===== src/include/core_flags_pkg.sv =====
// Package with constants and types of the core status flag register
package core_flags_pkg;

   //------------------------------------------------------------
   // Register layout
   //------------------------------------------------------------
   localparam int           FLAG_W     = 8;
   localparam int           TO_BIT     = 4;
   localparam int           PD_BIT     = 3;
   localparam int           Z_BIT      = 2;
   localparam int           DC_BIT     = 1;
   localparam int           C_BIT      = 0;
   localparam logic [1:0]   CAUSE_RESET = 2'h3;
   localparam logic [2:0]   ARITH_RESET = 3'h0;
   localparam logic [2:0]   UPPER_ZERO  = 3'h0;

   //------------------------------------------------------------
   // APB map
   //------------------------------------------------------------
   localparam int           APB_ADDR_W     = 8;
   localparam logic [7:0]   OFF_FLAGS      = 8'h00;
   localparam logic [7:0]   OFF_IRQ_STATUS = 8'h04;
   localparam logic [7:0]   OFF_IRQ_MASK   = 8'h08;
   localparam logic [7:0]   OFF_RESULT     = 8'h0C;
   localparam logic [31:0]  RD_ZERO        = 32'h0000_0000;

   //------------------------------------------------------------
   // Interrupt events
   //------------------------------------------------------------
   localparam int           EV_W        = 3;
   localparam int           EV_TIMEOUT  = 0;
   localparam int           EV_SLEEP    = 1;
   localparam int           EV_BLOCKED  = 2;
   localparam logic [2:0]   EV_RESET    = 3'h0;

   //------------------------------------------------------------
   // Operations
   //------------------------------------------------------------
   typedef enum logic [3:0] {
      OP_MOVE, OP_ADD, OP_SUB, OP_AND, OP_OR, OP_XOR, OP_CLEAR,
      OP_ROTR, OP_ROTL, OP_SWAP, OP_BCLR, OP_BSET
   } alu_op_t;

   typedef logic [2:0] affect_t;

endpackage


===== src/include/flag_alu_if.sv =====
// Interface between the flag register core and its ALU
`timescale 1ns/100ps
interface flag_alu_if;
   core_flags_pkg::alu_op_t  op;
   logic [2:0]               bit_sel;
   logic [7:0]               operand_a;
   logic [7:0]               operand_b;
   logic                     carry_in;
   logic [7:0]               result;
   logic [2:0]               flags;
   core_flags_pkg::affect_t  affect;

   modport alu  (input op, bit_sel, operand_a, operand_b, carry_in,
                 output result, flags, affect);
   modport core (output op, bit_sel, operand_a, operand_b, carry_in,
                 input result, flags, affect);
endinterface


===== src/rtl/flag_alu.sv =====
// Combinational ALU producing result, flag values and affected-flag mask
`timescale 1ns/100ps
module flag_alu (
   flag_alu_if.alu  fa
);

   //------------------------------------------------------------
   // Helpers
   //------------------------------------------------------------
   function automatic logic [8:0] add9(input logic [7:0] x, input logic [7:0] y, input logic cin);
      add9 = {1'b0, x} + {1'b0, y} + {8'h00, cin};
   endfunction

   function automatic logic nib_carry(input logic [7:0] x, input logic [7:0] y, input logic cin);
      logic [4:0] s;
      s = {1'b0, x[3:0]} + {1'b0, y[3:0]} + {4'h0, cin};
      nib_carry = s[4];
   endfunction

   //------------------------------------------------------------
   // Datapath
   //------------------------------------------------------------
   always_comb begin
      logic [8:0] sum;
      sum       = 9'h000;
      fa.result = fa.operand_a;
      fa.flags  = 3'h0;
      fa.affect = 3'h0;
      case (fa.op)
         core_flags_pkg::OP_ADD: begin
            sum       = add9(fa.operand_a, fa.operand_b, 1'b0);
            fa.result = sum[7:0];
            fa.flags  = {sum[7:0] == 8'h00, nib_carry(fa.operand_a, fa.operand_b, 1'b0),
                         sum[8]};
            fa.affect = 3'h7;
         end
         core_flags_pkg::OP_SUB: begin
            // Operand b minus operand a as b plus the complement of a plus one
            sum       = add9(fa.operand_b, ~fa.operand_a, 1'b1);
            fa.result = sum[7:0];
            fa.flags  = {sum[7:0] == 8'h00, nib_carry(fa.operand_b, ~fa.operand_a, 1'b1), sum[8]};
            fa.affect = 3'h7;
         end
         core_flags_pkg::OP_AND,
         core_flags_pkg::OP_OR,
         core_flags_pkg::OP_XOR,
         core_flags_pkg::OP_CLEAR: begin
            if (fa.op == core_flags_pkg::OP_AND) begin
               fa.result = fa.operand_a & fa.operand_b;
            end else if (fa.op == core_flags_pkg::OP_OR) begin
               fa.result = fa.operand_a | fa.operand_b;
            end else if (fa.op == core_flags_pkg::OP_XOR) begin
               fa.result = fa.operand_a ^ fa.operand_b;
            end else begin
               fa.result = 8'h00;
            end
            fa.flags  = {fa.result == 8'h00, 2'h0};
            fa.affect = 3'h4;
         end
         core_flags_pkg::OP_ROTR: begin
            fa.result = {fa.carry_in, fa.operand_b[7:1]};
            fa.flags  = {2'h0, fa.operand_b[0]};
            fa.affect = 3'h1;
         end
         core_flags_pkg::OP_ROTL: begin
            fa.result = {fa.operand_b[6:0], fa.carry_in};
            fa.flags  = {2'h0, fa.operand_b[7]};
            fa.affect = 3'h1;
         end
         core_flags_pkg::OP_SWAP: fa.result = {fa.operand_b[3:0], fa.operand_b[7:4]};
         core_flags_pkg::OP_BCLR: fa.result = fa.operand_b & ~(8'h01 << fa.bit_sel);
         core_flags_pkg::OP_BSET: fa.result = fa.operand_b | (8'h01 << fa.bit_sel);
         default:                 fa.result = fa.operand_a;
      endcase
   end

endmodule // flag_alu


===== src/rtl/core_status_flag_register.sv =====
// Processor status flag register with flag update logic and APB access
//------------------------------------------------------------
// Summary of operation
// - Flag register accepted as any instruction destination
// - Affected flag bits come from logic, not write
// - Software writes never change reset-cause flags
// - Bits seven to five read as zero
// - Timeout flag set by power-up, clear, sleep
// - Powerdown flag set by power-up, cleared by sleep
// - Zero flag reflects arithmetic or logic zero result
// - Nibble carry from bit three carry-out
// - Carry flag from most significant bit carry-out
// - Subtraction carry flags mean no borrow when one
// - Subtract by adding two's complement of operand
// - Rotates load carry with shifted-out bit
// - Clear on flags sets zero, keeps others
`timescale 1ns/100ps
module core_status_flag_register (
   input  wire logic                       core_clk,
   input  wire logic                       nrst,
   input  wire logic                       psel,
   input  wire logic                       penable,
   input  wire logic                       pwrite,
   input  wire logic [7:0]                 paddr,
   input  wire logic [31:0]                pwdata,
   output logic      [31:0]                prdata,
   output logic                            pready,
   output logic                            pslverr,
   input  wire logic                       instr_valid,
   input  wire core_flags_pkg::alu_op_t    instr_op,
   input  wire logic [7:0]                 work_value,
   input  wire logic [7:0]                 file_value,
   input  wire logic [2:0]                 bit_sel,
   input  wire logic                       dest_flags,
   input  wire logic                       watchdog_clear_instr,
   input  wire logic                       powerdown_instr,
   input  wire logic                       watchdog_timeout,
   output logic      [7:0]                 result,
   output logic                            result_valid,
   output logic      [7:0]                 flags_out,
   output logic                            irq
);

   //------------------------------------------------------------
   // State
   //------------------------------------------------------------
   logic [2:0]             arith_flags;
   logic [1:0]             cause_flags;
   logic [7:0]             last_result;
   logic [2:0]             irq_status;
   logic [2:0]             irq_mask;
   logic [2:0]             next_arith;
   logic [1:0]             next_cause;
   logic [2:0]             next_status;
   logic [2:0]             next_mask;
   logic                   access;
   logic                   wr_fire;
   logic                   wr_flags;
   logic                   wr_status;
   logic                   wr_mask;
   logic                   blocked;
   logic [2:0]             events;

   flag_alu_if fa ();

   flag_alu u_alu (
      .fa (fa)
   );

   //------------------------------------------------------------
   // Address decode
   //------------------------------------------------------------
   function automatic logic addr_hit(input logic [7:0] a);
      if (a == core_flags_pkg::OFF_FLAGS) begin
         addr_hit = 1'b1;
      end else if (a == core_flags_pkg::OFF_IRQ_STATUS) begin
         addr_hit = 1'b1;
      end else if (a == core_flags_pkg::OFF_IRQ_MASK) begin
         addr_hit = 1'b1;
      end else if (a == core_flags_pkg::OFF_RESULT) begin
         addr_hit = 1'b1;
      end else begin
         addr_hit = 1'b0;
      end
   endfunction

   //------------------------------------------------------------
   // ALU operands
   //------------------------------------------------------------
   // With the flag register as destination it is also the source
   assign fa.op        = instr_op;
   assign fa.bit_sel   = bit_sel;
   assign fa.operand_a = work_value;
   assign fa.operand_b = dest_flags ? flags_out : file_value;
   assign fa.carry_in  = arith_flags[core_flags_pkg::C_BIT];

   //------------------------------------------------------------
   // APB slave, one wait state
   //------------------------------------------------------------
   assign access    = psel & penable;
   assign wr_fire   = access & pready & pwrite & ~pslverr;
   assign wr_flags  = wr_fire & (paddr == core_flags_pkg::OFF_FLAGS);
   assign wr_status = wr_fire & (paddr == core_flags_pkg::OFF_IRQ_STATUS);
   assign wr_mask   = wr_fire & (paddr == core_flags_pkg::OFF_IRQ_MASK);

   always_ff @(posedge core_clk) begin
      if (!nrst) begin
         pready <= 1'b0;
      end else begin
         pready <= access & ~pready;
      end
   end

   always_ff @(posedge core_clk) begin
      if (!nrst) begin
         prdata  <= core_flags_pkg::RD_ZERO;
         pslverr <= 1'b0;
      end else if (access & ~pready) begin
         pslverr <= ~addr_hit(paddr);
         if (pwrite) begin
            prdata <= core_flags_pkg::RD_ZERO;
         end else if (paddr == core_flags_pkg::OFF_FLAGS) begin
            prdata <= {24'h00_0000, flags_out};
         end else if (paddr == core_flags_pkg::OFF_IRQ_STATUS) begin
            prdata <= {29'h0000_0000, irq_status};
         end else if (paddr == core_flags_pkg::OFF_IRQ_MASK) begin
            prdata <= {29'h0000_0000, irq_mask};
         end else if (paddr == core_flags_pkg::OFF_RESULT) begin
            prdata <= {24'h00_0000, last_result};
         end else begin
            prdata <= core_flags_pkg::RD_ZERO;
         end
      end else begin
         prdata  <= core_flags_pkg::RD_ZERO;
         pslverr <= 1'b0;
      end
   end

   //------------------------------------------------------------
   // Arithmetic flags
   //------------------------------------------------------------
   // An instruction in the same cycle wins over a bus write; the
   // bus can never reach the reset-cause bits
   always_comb begin
      next_arith = arith_flags;
      if (instr_valid) begin
         for (int i = 0; i < 3; i++) begin
            if (fa.affect[i]) begin
               next_arith[i] = fa.flags[i];
            end else if (dest_flags && (fa.affect == 3'h0)) begin
               next_arith[i] = fa.result[i];
            end else begin
               next_arith[i] = arith_flags[i];
            end
         end
      end else if (wr_flags) begin
         next_arith = pwdata[2:0];
      end
   end

   always_ff @(posedge core_clk) begin
      if (!nrst) begin
         arith_flags <= core_flags_pkg::ARITH_RESET;
      end else begin
         arith_flags <= next_arith;
      end
   end

   //------------------------------------------------------------
   // Reset-cause flags
   //------------------------------------------------------------
   // Only hardware events reach these; instruction results and
   // bus writes never do. A timeout wins over a same-cycle clear.
   always_comb begin
      next_cause = cause_flags;
      if (watchdog_clear_instr) begin
         next_cause = 2'h3;
      end
      if (powerdown_instr) begin
         next_cause = 2'h2;
      end
      if (watchdog_timeout) begin
         next_cause[1] = 1'b0;
      end
   end

   always_ff @(posedge core_clk) begin
      if (!nrst) begin
         cause_flags <= core_flags_pkg::CAUSE_RESET;
      end else begin
         cause_flags <= next_cause;
      end
   end

   assign flags_out = {core_flags_pkg::UPPER_ZERO, cause_flags, arith_flags};

   //------------------------------------------------------------
   // Instruction result
   //------------------------------------------------------------
   always_ff @(posedge core_clk) begin
      if (!nrst) begin
         last_result  <= 8'h00;
         result_valid <= 1'b0;
      end else begin
         result_valid <= instr_valid;
         if (instr_valid) begin
            last_result <= fa.result;
         end
      end
   end

   assign result = last_result;

   //------------------------------------------------------------
   // Interrupts
   //------------------------------------------------------------
   assign blocked        = instr_valid & dest_flags & (fa.affect != 3'h0);
   assign events         = {blocked, powerdown_instr, watchdog_timeout};

   // A new event beats a write-one-to-clear in the same cycle
   always_comb begin
      next_status = irq_status;
      if (wr_status) begin
         next_status = irq_status & ~pwdata[2:0];
      end
      next_status = next_status | events;
      next_mask   = wr_mask ? pwdata[2:0] : irq_mask;
   end

   always_ff @(posedge core_clk) begin
      if (!nrst) begin
         irq_status <= core_flags_pkg::EV_RESET;
      end else begin
         irq_status <= next_status;
      end
   end

   always_ff @(posedge core_clk) begin
      if (!nrst) begin
         irq_mask <= core_flags_pkg::EV_RESET;
      end else begin
         irq_mask <= next_mask;
      end
   end

   always_ff @(posedge core_clk) begin
      if (!nrst) begin
         irq <= 1'b0;
      end else begin
         irq <= |(next_status & next_mask);
      end
   end

   logic [8:0] chk_sum;
   logic [4:0] chk_nib;
   assign chk_sum = {1'b0, work_value} + {1'b0, file_value};
   assign chk_nib = {1'b0, work_value[3:0]} + {1'b0, file_value[3:0]};
endmodule // core_status_flag_register


===== config.mk =====
export PLATFORM = sky130hd
export DESIGN_NAME = core_status_flag_register
export DESIGN_NICKNAME = d
export VERILOG_FILES = /design/src/include/core_flags_pkg.sv /design/src/include/flag_alu_if.sv /design/src/rtl/flag_alu.sv /design/src/rtl/core_status_flag_register.sv
export SDC_FILE = /design/constraint.sdc
export NUM_CORES = 1
export LEC_CHECK = 0
export BUFFER_PORTS_ARGS = -buffer_cell sky130_fd_sc_hd__buf_4
export CORE_ASPECT_RATIO = 1.75
export CORE_MARGIN = 10
export CORE_UTILIZATION = 50
export DETAILED_ROUTE_END_ITERATION = 6
export PLACE_DENSITY = 0.81
export SLEW_MARGIN = 20
export SYNTH_ARGS = -nofsm -noshare
export SYNTH_HDL_FRONTEND = slang
export SYNTH_SLANG_ARGS = --single-unit

===== constraint.sdc =====
create_clock -name core_clk -period 3.7 [get_ports core_clk]
set_clock_uncertainty 0.15 [all_clocks]
set_input_delay 0.185 -clock core_clk [delete_from_list [all_inputs] [get_ports core_clk]]
set_output_delay 0.185 -clock core_clk [all_outputs]
set_load 0.02 [all_outputs]

[After elaboration in Yosys (flattened, before gate mapping)]
Index checks and enable logic that the tools add are counted.
Widths: inputs -> output; s select.
Operators by class
  shifts and indexed selects: 1
  mux-type cells: 31
  reduce and logical (&&, ||, !) cells: 21
  add/subtract/negate cells: 6
  bitwise operators: 27
  equality and inequality tests: 17
Operator list (number)
  $pmux 8 s8: 1
  $mux 8: 5
  $logic_not 8->1: 4
  $mux 5: 4
  $add 8x8->9: 2
  $and 8x8->8: 2
  $eq 4x3->1 const B: 4
  $eq 4x4->1 const B: 4
  $eq 8x4->1 const B: 2
  $not 8->8: 2
  $or 8x8->8: 2
  $pmux 3 s5: 1
  $mux 1: 13
  $mux 3: 4
  $add 4x4->5: 2
  $and 1x1->1: 10
  $add 9x1->9 const B: 1
  $ne 3x1->1 const B: 3
  $pmux 3 s3: 1
  $eq 4x2->1 const B: 2
  $eq 8x3->1 const B: 1
  $reduce_and 2->1: 4
  $shl 1x3->8 const A: 1
  $xor 8x8->8: 1
  other kinds (16): 27
Storage, ports and cells
  input bits: 73
  output and inout port bits: 52
  bits in registers: 55

[Depth between registers and ports, before layout]
Gate-level depths: netlist of run 1.
  depth in word-level cells: 10
  depth in mapped cells: 12
  gate-level depth less buffers: 11

[Hierarchy]
From an unflattened synthesis of run 1, not the netlist that was laid out.
Unflattened totals
  cells, all modules: 483
  area total of the unflattened synthesis: 3633.5 µm²
Modules (own cells, without submodules)
  flag_alu: instances 1, area each 1964.4 µm², cells an instance 312, sequential area each 0.0 µm²
  core_status_flag_register: instances 1, area each 1669.1 µm², cells an instance 171, sequential area each 620.6 µm²

[Least setup slack after synthesis of run 1]
No wires, ideal clock.
  path kind: input-to-reg
  start: in dest_flags
  end: reg arith_flags[1]
  path buffers: 1
  setup slack: 0.707 ns
  cell stages on the path: 12
  arrival time: 2.772 ns
  path through: buf_4 mux2i_1 inv_1 ha_1 fa_1 nand3b_1 a211oi_1 a211o_1 nor4_1 o311a_1 or4_1 a21oi_1
On the way
  word-level cells in the longest chain between the ends: 10
  elaborated cells on any way between the ends: 24
  classes of those cells: add/sub (6); eq/ne (1); mux (10); bitwise (5); reduce/logical (2)
RTL lines
  start: declaration: RTL line core_status_flag_register.sv:34  | input wire logic dest_flags,
  parallel branches: the longest is 10 deep, another holds $add 8x8->9
  end signal: assignment: RTL line core_status_flag_register.sv:163  | arith_flags <= core_flags_pkg::ARITH_RESET;
  end signal: assignment: RTL line core_status_flag_register.sv:165  | arith_flags <= next_arith;
  end: declaration: RTL line core_status_flag_register.sv:47  | logic [2:0] arith_flags;
Several ways; the timed one is not identified. The select of a mux whose other input is x is not followed.
A chain may end at the register's enable or synchronous reset.

[Worst setup path after layout of run 1]
  start: reg arith_flags[0]
  end: reg arith_flags[1]
On the way
  word-level cells in the longest chain between the ends: 7
  elaborated cells on any way between the ends: 12
  classes of those cells: add/sub (6); mux (6)
RTL lines
  $mux 8 *: RTL line core_status_flag_register.sv:94  | assign fa.operand_b = dest_flags ? flags_out : file_value;
  $add 8x8->9: RTL line flag_alu.sv:11  | add9 = {1'b0, x} + {1'b0, y} + {8'h00, cin};
  $add 9x1->9: RTL line flag_alu.sv:11
  $pmux 8 s8: RTL line flag_alu.sv:29  | case (fa.op)
  $mux 1: RTL line core_status_flag_register.sv:150  | end else if (dest_flags && (fa.affect == 3'h0)) begin
  $mux 1 *: RTL line core_status_flag_register.sv:148  | if (fa.affect[i]) begin
  $mux 3 *: RTL line core_status_flag_register.sv:146  | if (instr_valid) begin
Mark *: on every way between the ends. The rest lies on a longest branch, timed or not. The select of a mux whose other input is x is not followed.

==> flow_metrics.py, run 1 <==
metrics = {
    "run_status": {
        "outcome": "completed",
    },
    "floorplan": {
        "die_y_um": 129.9,
        "initial_utilization": 0.5068,
        "rows": 40,
        "core_area_um2": 6807,
        "dieArea_um2": 10750,
        "die_w_um": 82.79,
        "ios": 125,
    },
    "clock_tree": {
        "h-tree-depth": 2,
        "ctsResizeCount": 0,
        "clk_latency_ns": 0.28,
        "hold_buffers": 3,
        "clkTransAtPathRegs_ns": 0.05,
        "numCtsBuffers": 5,
        "cts_tree": "yes",
        "clockBufferDepth": 2,
        "cts.sinks": 31,
        "cts-root-buf": "clkbuf_16",
        "cts_setup_buffers": 0,
    },
    "timing": {
        "period_needed_ns": 3.170,
        "whs_ns": 0.001223,
        "period_share": 0.8568,
        "fmax_mhz": 315.4,
        "slew_headroom": 0.4628,
        "rsz0062_at_grt": "false",
        "drv_slew": 0,
        "tns_ns": 0,
        "setup_violations": 0,
        "tightest_slew_ns": 0.7855,
        "hold_viol_final": 0,
    },
    "synth": {
        "synth_common_cells": "35 x a21oi_1, 35 x nor2_1, 31 x buf_4, 31 x dfxtp_1, 27 x inv_1",
        "synth_area_leaders": "dfxtp_1 18%, ha_1 7.6%, buf_4 6.7%, a21oi_1 5.1%, nor2_1 3.8%",
        "synth_area_um2": 3450,
        "synth_ff_type": "dfxtp_1",
        "synth_top_area_cell": "dfxtp_1",
        "synth.avg_cell_area_um2": 7.666,
        "yosysWarningCount": 0,
        "synth_cell_types": 71,
        "synth_seq_cells": 31,
        "synthArstFlopShare": 0,
        "synth-edff-count": 0,
        "yosysTopAreaCellShare": 0.1799,
        "syn_inst": 450,
        "synth-seq-area-share": 0.1799,
    },
    "global_routing": {
        "grt_start_max_net_pins": 39,
        "antenna_found_initial": 0,
        "grt-ovfl-total": 0,
        "grt_pass1_vias": 3797,
        "grt_pass1_wl_um": 19830,
        "grt.total_usage": 0.2395,
    },
    "finish": {
        "area_delta_synth_final_pct": 18.17,
        "fillers": 634,
        "layout-drive-gt1-share": 0.1914,
        "stdcell_area_um2": 4076,
        "antennaDiodeCount": 0,
        "nets": 608,
        "final_cells": 596,
    },
    "critical_path": {
        "crit_required_ns": 3.76,
        "worstPathMaxFanout": 6,
        "critPathKind": "reg2reg",
        "cp-start-kind": "flop",
        "setup.worst_path.end_class": "flop",
        "cp.arrival_ns": 3.23,
    },
    "placement": {
        "gp_congestion": 0.9800,
        "dp_cells": 586,
        "postPlaceCellArea_um2": 3902,
        "hpwl_um": 10270,
        "numPortBuffers": 68,
    },
    "min_path": {
        "holdCritPathClass": "in2reg",
    },
    "pwr": {
        "power.density_nw_per_um2": 308.5,
        "power.leakage_nw": 1.812,
        "ir_worst_vdd_uv": 139.3,
    },
    "drt": {
        "drtIter0Drc": 283,
        "drcViolationCount": 0,
        "drt-vias-per-instance": 6.238,
        "avgRoutedWirePerCell_um": 21.84,
        "drt_wl_total_um": 13020,
        "drt-pass1-iter-count": 7,
        "vias": 3718,
        "ant_nets": 0,
    },
    "flow_run": {
        "cap_violations": 0,
    },
}
path summary, 6_finish.rpt:
kind | cells after the start | from | to | slack, ns
max | 12 | arith_flags[0] | arith_flags[1] | 0.53
min | 2 | nrst | cause_flags[0] | 0.001
max reg2reg | 12 | arith_flags[0] | arith_flags[1] | 0.53
min reg2reg | 2 | result[6] | result[6] | 0.33
flip-flops by register name, indices dropped and copies added, names as in the netlist:
register,cells
pready,1
result,8
prdata,8
result_valid,1
irq,1
pslverr,1
cause_flags,2
arith_flags,3
irq_mask,3
irq_status,3
per-layer routing:
| metal | vias up | GRT usage | part of all wire |
|---|---|---|---|
| met5 | - | 0 | 0 |
| met4 | 0 | 0.1691 | 0.068 |
| met3 | 56 | 0.02824 | 0.082 |
| met2 | 195 | 0.4238 | 0.51 |
| met1 | 1735 | 0.2476 | 0.34 |
| li1 | 1732 | - | - |
critical path, cell delays in order, from the launching register on:
cell and delay [ns]:
dfxtp_1 0.33, mux2i_1 0.15, buf_4 0.17, inv_1 0.06
ha_1 0.25, fa_1 0.52, nand3b_1 0.09, a211oi_1 0.23
a211o_1 0.15, nor4_1 0.07, o311a_1 0.31, or4_1 0.47
a21oi_1 0.14
logic make-up after synthesis:
group	after synthesis	synth area share
AO/OA/AOI/OAI	128	0.2521
AND/OR/NAND/NOR	166	0.2807
adder cells (fa/ha/maj)	23	0.08778
other	1	0.001087
flip-flops	31	0.1799
buffers and inverters	78	0.1233
XOR/XNOR	10	0.02539
multiplexers	13	0.04969
report_power, final:
part	leakage [nW]	switching [W]	internal (W)	total, W
logic	1.49	0.000295	0.000192	0.000487
registers	0.254	0.0000133	0.000350	0.000363
clock network	0.0727	0.000145	0.000262	0.000407
total	1.81	0.000454	0.000804	0.00126
stage by stage:
stage,total power [W],util,worst slack [ns]
CTS,0.001246,0.5989,0.5592
finish,0.001258,0.5989,0.5299
detailed placement,0.0008406,0.5733,0.4210
global placement,0.0008356,0.5733,0.5223
global route,0.001311,0.5989,0.4132
floorplan,0.0006972,-,0.7074
layout make-up:
class	count	area [µm²]	area share
clock buffer	6	138.9	0.03407
clock inverter	1	5.005	0.001228
inverter	28	105.1	0.02578
multi-input combinational	367	2501	0.6136
sequential	31	620.6	0.1522
tap	84	105.1	0.02578
timing repair buffer	79	600.6	0.1473
cells in the final DEF (no fill, tap or decap), types with 9 or more instances in the layout:
master	n
a21oi_1	35
conb_1	27
inv_1	27
nand2b_1	14
nor3_1	10
nand2_1	23
ha_1	21
nand3_1	10
nor2b_1	11
o22ai_1	12
o21ai_0	20
buf_4	76
mux2i_1	9
nor2_1	35
dfxtp_1	31
nand3b_1	15
No activity file was read; power rests on OpenSTA's default activity.
==> run 2: changes to the inputs <==
==> constraint.sdc (replaced) <==
create_clock -name core_clk -period 3.8 [get_ports core_clk]
set_clock_uncertainty 0.15 [all_clocks]
set_input_delay 0.19 -clock core_clk [delete_from_list [all_inputs] [get_ports core_clk]]
set_output_delay 0.19 -clock core_clk [all_outputs]
set_load 0.02 [all_outputs]
==> run 2 against run 1 <==
Effect of this change: largest cell class unchanged; register-to-register slack lost 0.11 ns; global-route usage decreased by 1.3 points; cell area is 0.43% lower; non-clock buffer count shrank 2.
==> flow_metrics.py, run 2 (synthesis gave the netlist of run 1 again) <==
metrics = {
    "run_status": {
        "outcome": "completed",
    },
    "drt": {
        "vias": 3738,
        "drt-vias-per-instance": 6.293,
        "wl_met2_um": 6401,
        "drt-pass1-iter-count": 5,
        "ant_nets": 0,
        "drtIter0Drc": 341,
        "drcViolationCount": 0,
        "highest_layer": "met4",
        "met3_length_um": 1076,
        "drt_wl_total_um": 12510,
        "wl_met1_um": 4105,
        "avgRoutedWirePerCell_um": 21.06,
    },
    "critical_path": {
        "cp.arrival_ns": 3.44,
        "crit_required_ns": 3.86,
        "cp-start-kind": "flop",
        "worstPathMaxFanout": 6,
        "setup.worst_path.end_class": "flop",
        "critPathKind": "reg2reg",
    },
    "placement": {
        "dp_worst_setup_slack_ns": 0.4399,
        "numPortBuffers": 68,
        "hpwl_um": 10030,
        "gp_congestion": 1.002,
        "dp_cells": 585,
    },
    "flow_run": {
        "cap_violations": 0,
    },
    "finish": {
        "final_common_cell": "buf_4",
        "layout-drive-gt1-share": 0.1902,
        "fillers": 657,
        "most-common-layout-cells": "75 x buf_4, 35 x nor2_1, 35 x a21oi_1, 31 x dfxtp_1",
        "utilization": 0.5963,
        "antennaDiodeCount": 0,
        "final_cells": 594,
        "area_delta_synth_final_pct": 17.66,
        "nets": 606,
    },
    "clock_tree": {
        "h-tree-depth": 2,
        "cts_tree": "yes",
        "clockBufferDepth": 2,
        "numCtsBuffers": 5,
        "cts_setup_buffers": 0,
        "cts-root-buf": "clkbuf_16",
        "cts.sinks": 31,
        "clkTransAtPathRegs_ns": 0.05,
        "clk_latency_ns": 0.28,
    },
    "floorplan": {
        "die_y_um": 129.9,
        "core_area_um2": 6807,
        "rows": 40,
        "initial_utilization": 0.5068,
        "die_w_um": 82.79,
        "dieArea_um2": 10750,
        "ios": 125,
    },
    "timing": {
        "rsz0062_at_grt": "false",
        "hold_viol_final": 0,
        "tns_ns": 0,
        "setup_violations": 0,
        "tightest_slew_ns": 0.9358,
        "period_share": 0.8891,
        "finalWorstSetupSlack_ns": 0.4216,
        "slew_headroom": 0.3714,
        "period_needed_ns": 3.378,
        "fmax_mhz": 296.0,
        "drv_slew": 0,
    },
    "global_routing": {
        "grt_pass1_wl_um": 18950,
        "grt-ovfl-total": 0,
        "antenna_found_initial": 0,
        "grt_start_max_net_pins": 39,
        "grt.total_usage": 0.2264,
        "grt_pass1_vias": 3784,
    },
    "pwr": {
        "power.density_nw_per_um2": 297.7,
        "power.leakage_nw": 1.805,
        "ir_worst_vdd_uv": 139.5,
    },
    "min_path": {
        "holdCritPathClass": "in2reg",
    },
}
run 2: cell count changes in the layout (fill, tap and decap cells not counted):
cell / change
dlygate4sd3_1: -1
buf_4: -1
run 2: worst paths after layout:
check	startpoint	end	slack (ns)	cells past startpoint
worst min-delay path	nrst	cause_flags[0]	0.006	2
worst max register to register	arith_flags[0]	arith_flags[1]	0.42	11
worst min register to register	result[6]	result[6]	0.33	2
worst max-delay path	arith_flags[0]	arith_flags[1]	0.42	11
run 2: worst max-delay path, stage by stage (launching register included):
cell	delay [ns]
dfxtp_1	0.31
mux2i_1	0.49
inv_1	0.13
ha_1	0.29
fa_1	0.53
nand3b_1	0.09
a211oi_1	0.22
a211o_1	0.13
nor4_1	0.09
o311a_1	0.30
or4_1	0.46
a21oi_1	0.12
run 2: cell type report:
type / instances / area (µm²) / area share
tap: 84 / 105.1 / 0.02589
clock buffer: 6 / 138.9 / 0.03422
clock inverter: 1 / 5.005 / 0.001233
timing repair buffer: 77 / 583.1 / 0.1436
multi-input combinational: 367 / 2501 / 0.6162
sequential: 31 / 620.6 / 0.1529
inverter: 28 / 105.1 / 0.02589
run 2: stage by stage:
stage | hold WS, ns | area, µm² | total power, W
CTS | 0.004598 | 4059 | 0.001200
floorplan | 0.1162 | 3547 | 0.0006789
finish | 0.005763 | 4059 | 0.001208
global route | 0.01824 | 4059 | 0.001258
global placement | 0.2731 | 3895 | 0.0008050
detailed placement | 0.2736 | 3895 | 0.0008106
run 2: timing repair:
action / in CTS / in global routing
hold buffers: 2 / 0
resized for setup: 0 / 0
endpoints found under the hold margin: 2 / 0
run 2: power breakdown:
group          switching (W)  total, W  internal (W)
registers          0.0000117  0.000352      0.000341
logic               0.000282  0.000466      0.000184
clock network       0.000135  0.000390      0.000255
total               0.000428   0.00121      0.000780
run 2: per-layer routing:
metal | track usage | vias up
met5 | 0 | -
met4 | 0.1682 | 0
met3 | 0.03926 | 75
met2 | 0.4106 | 223
met1 | 0.2144 | 1712
li1 | - | 1728
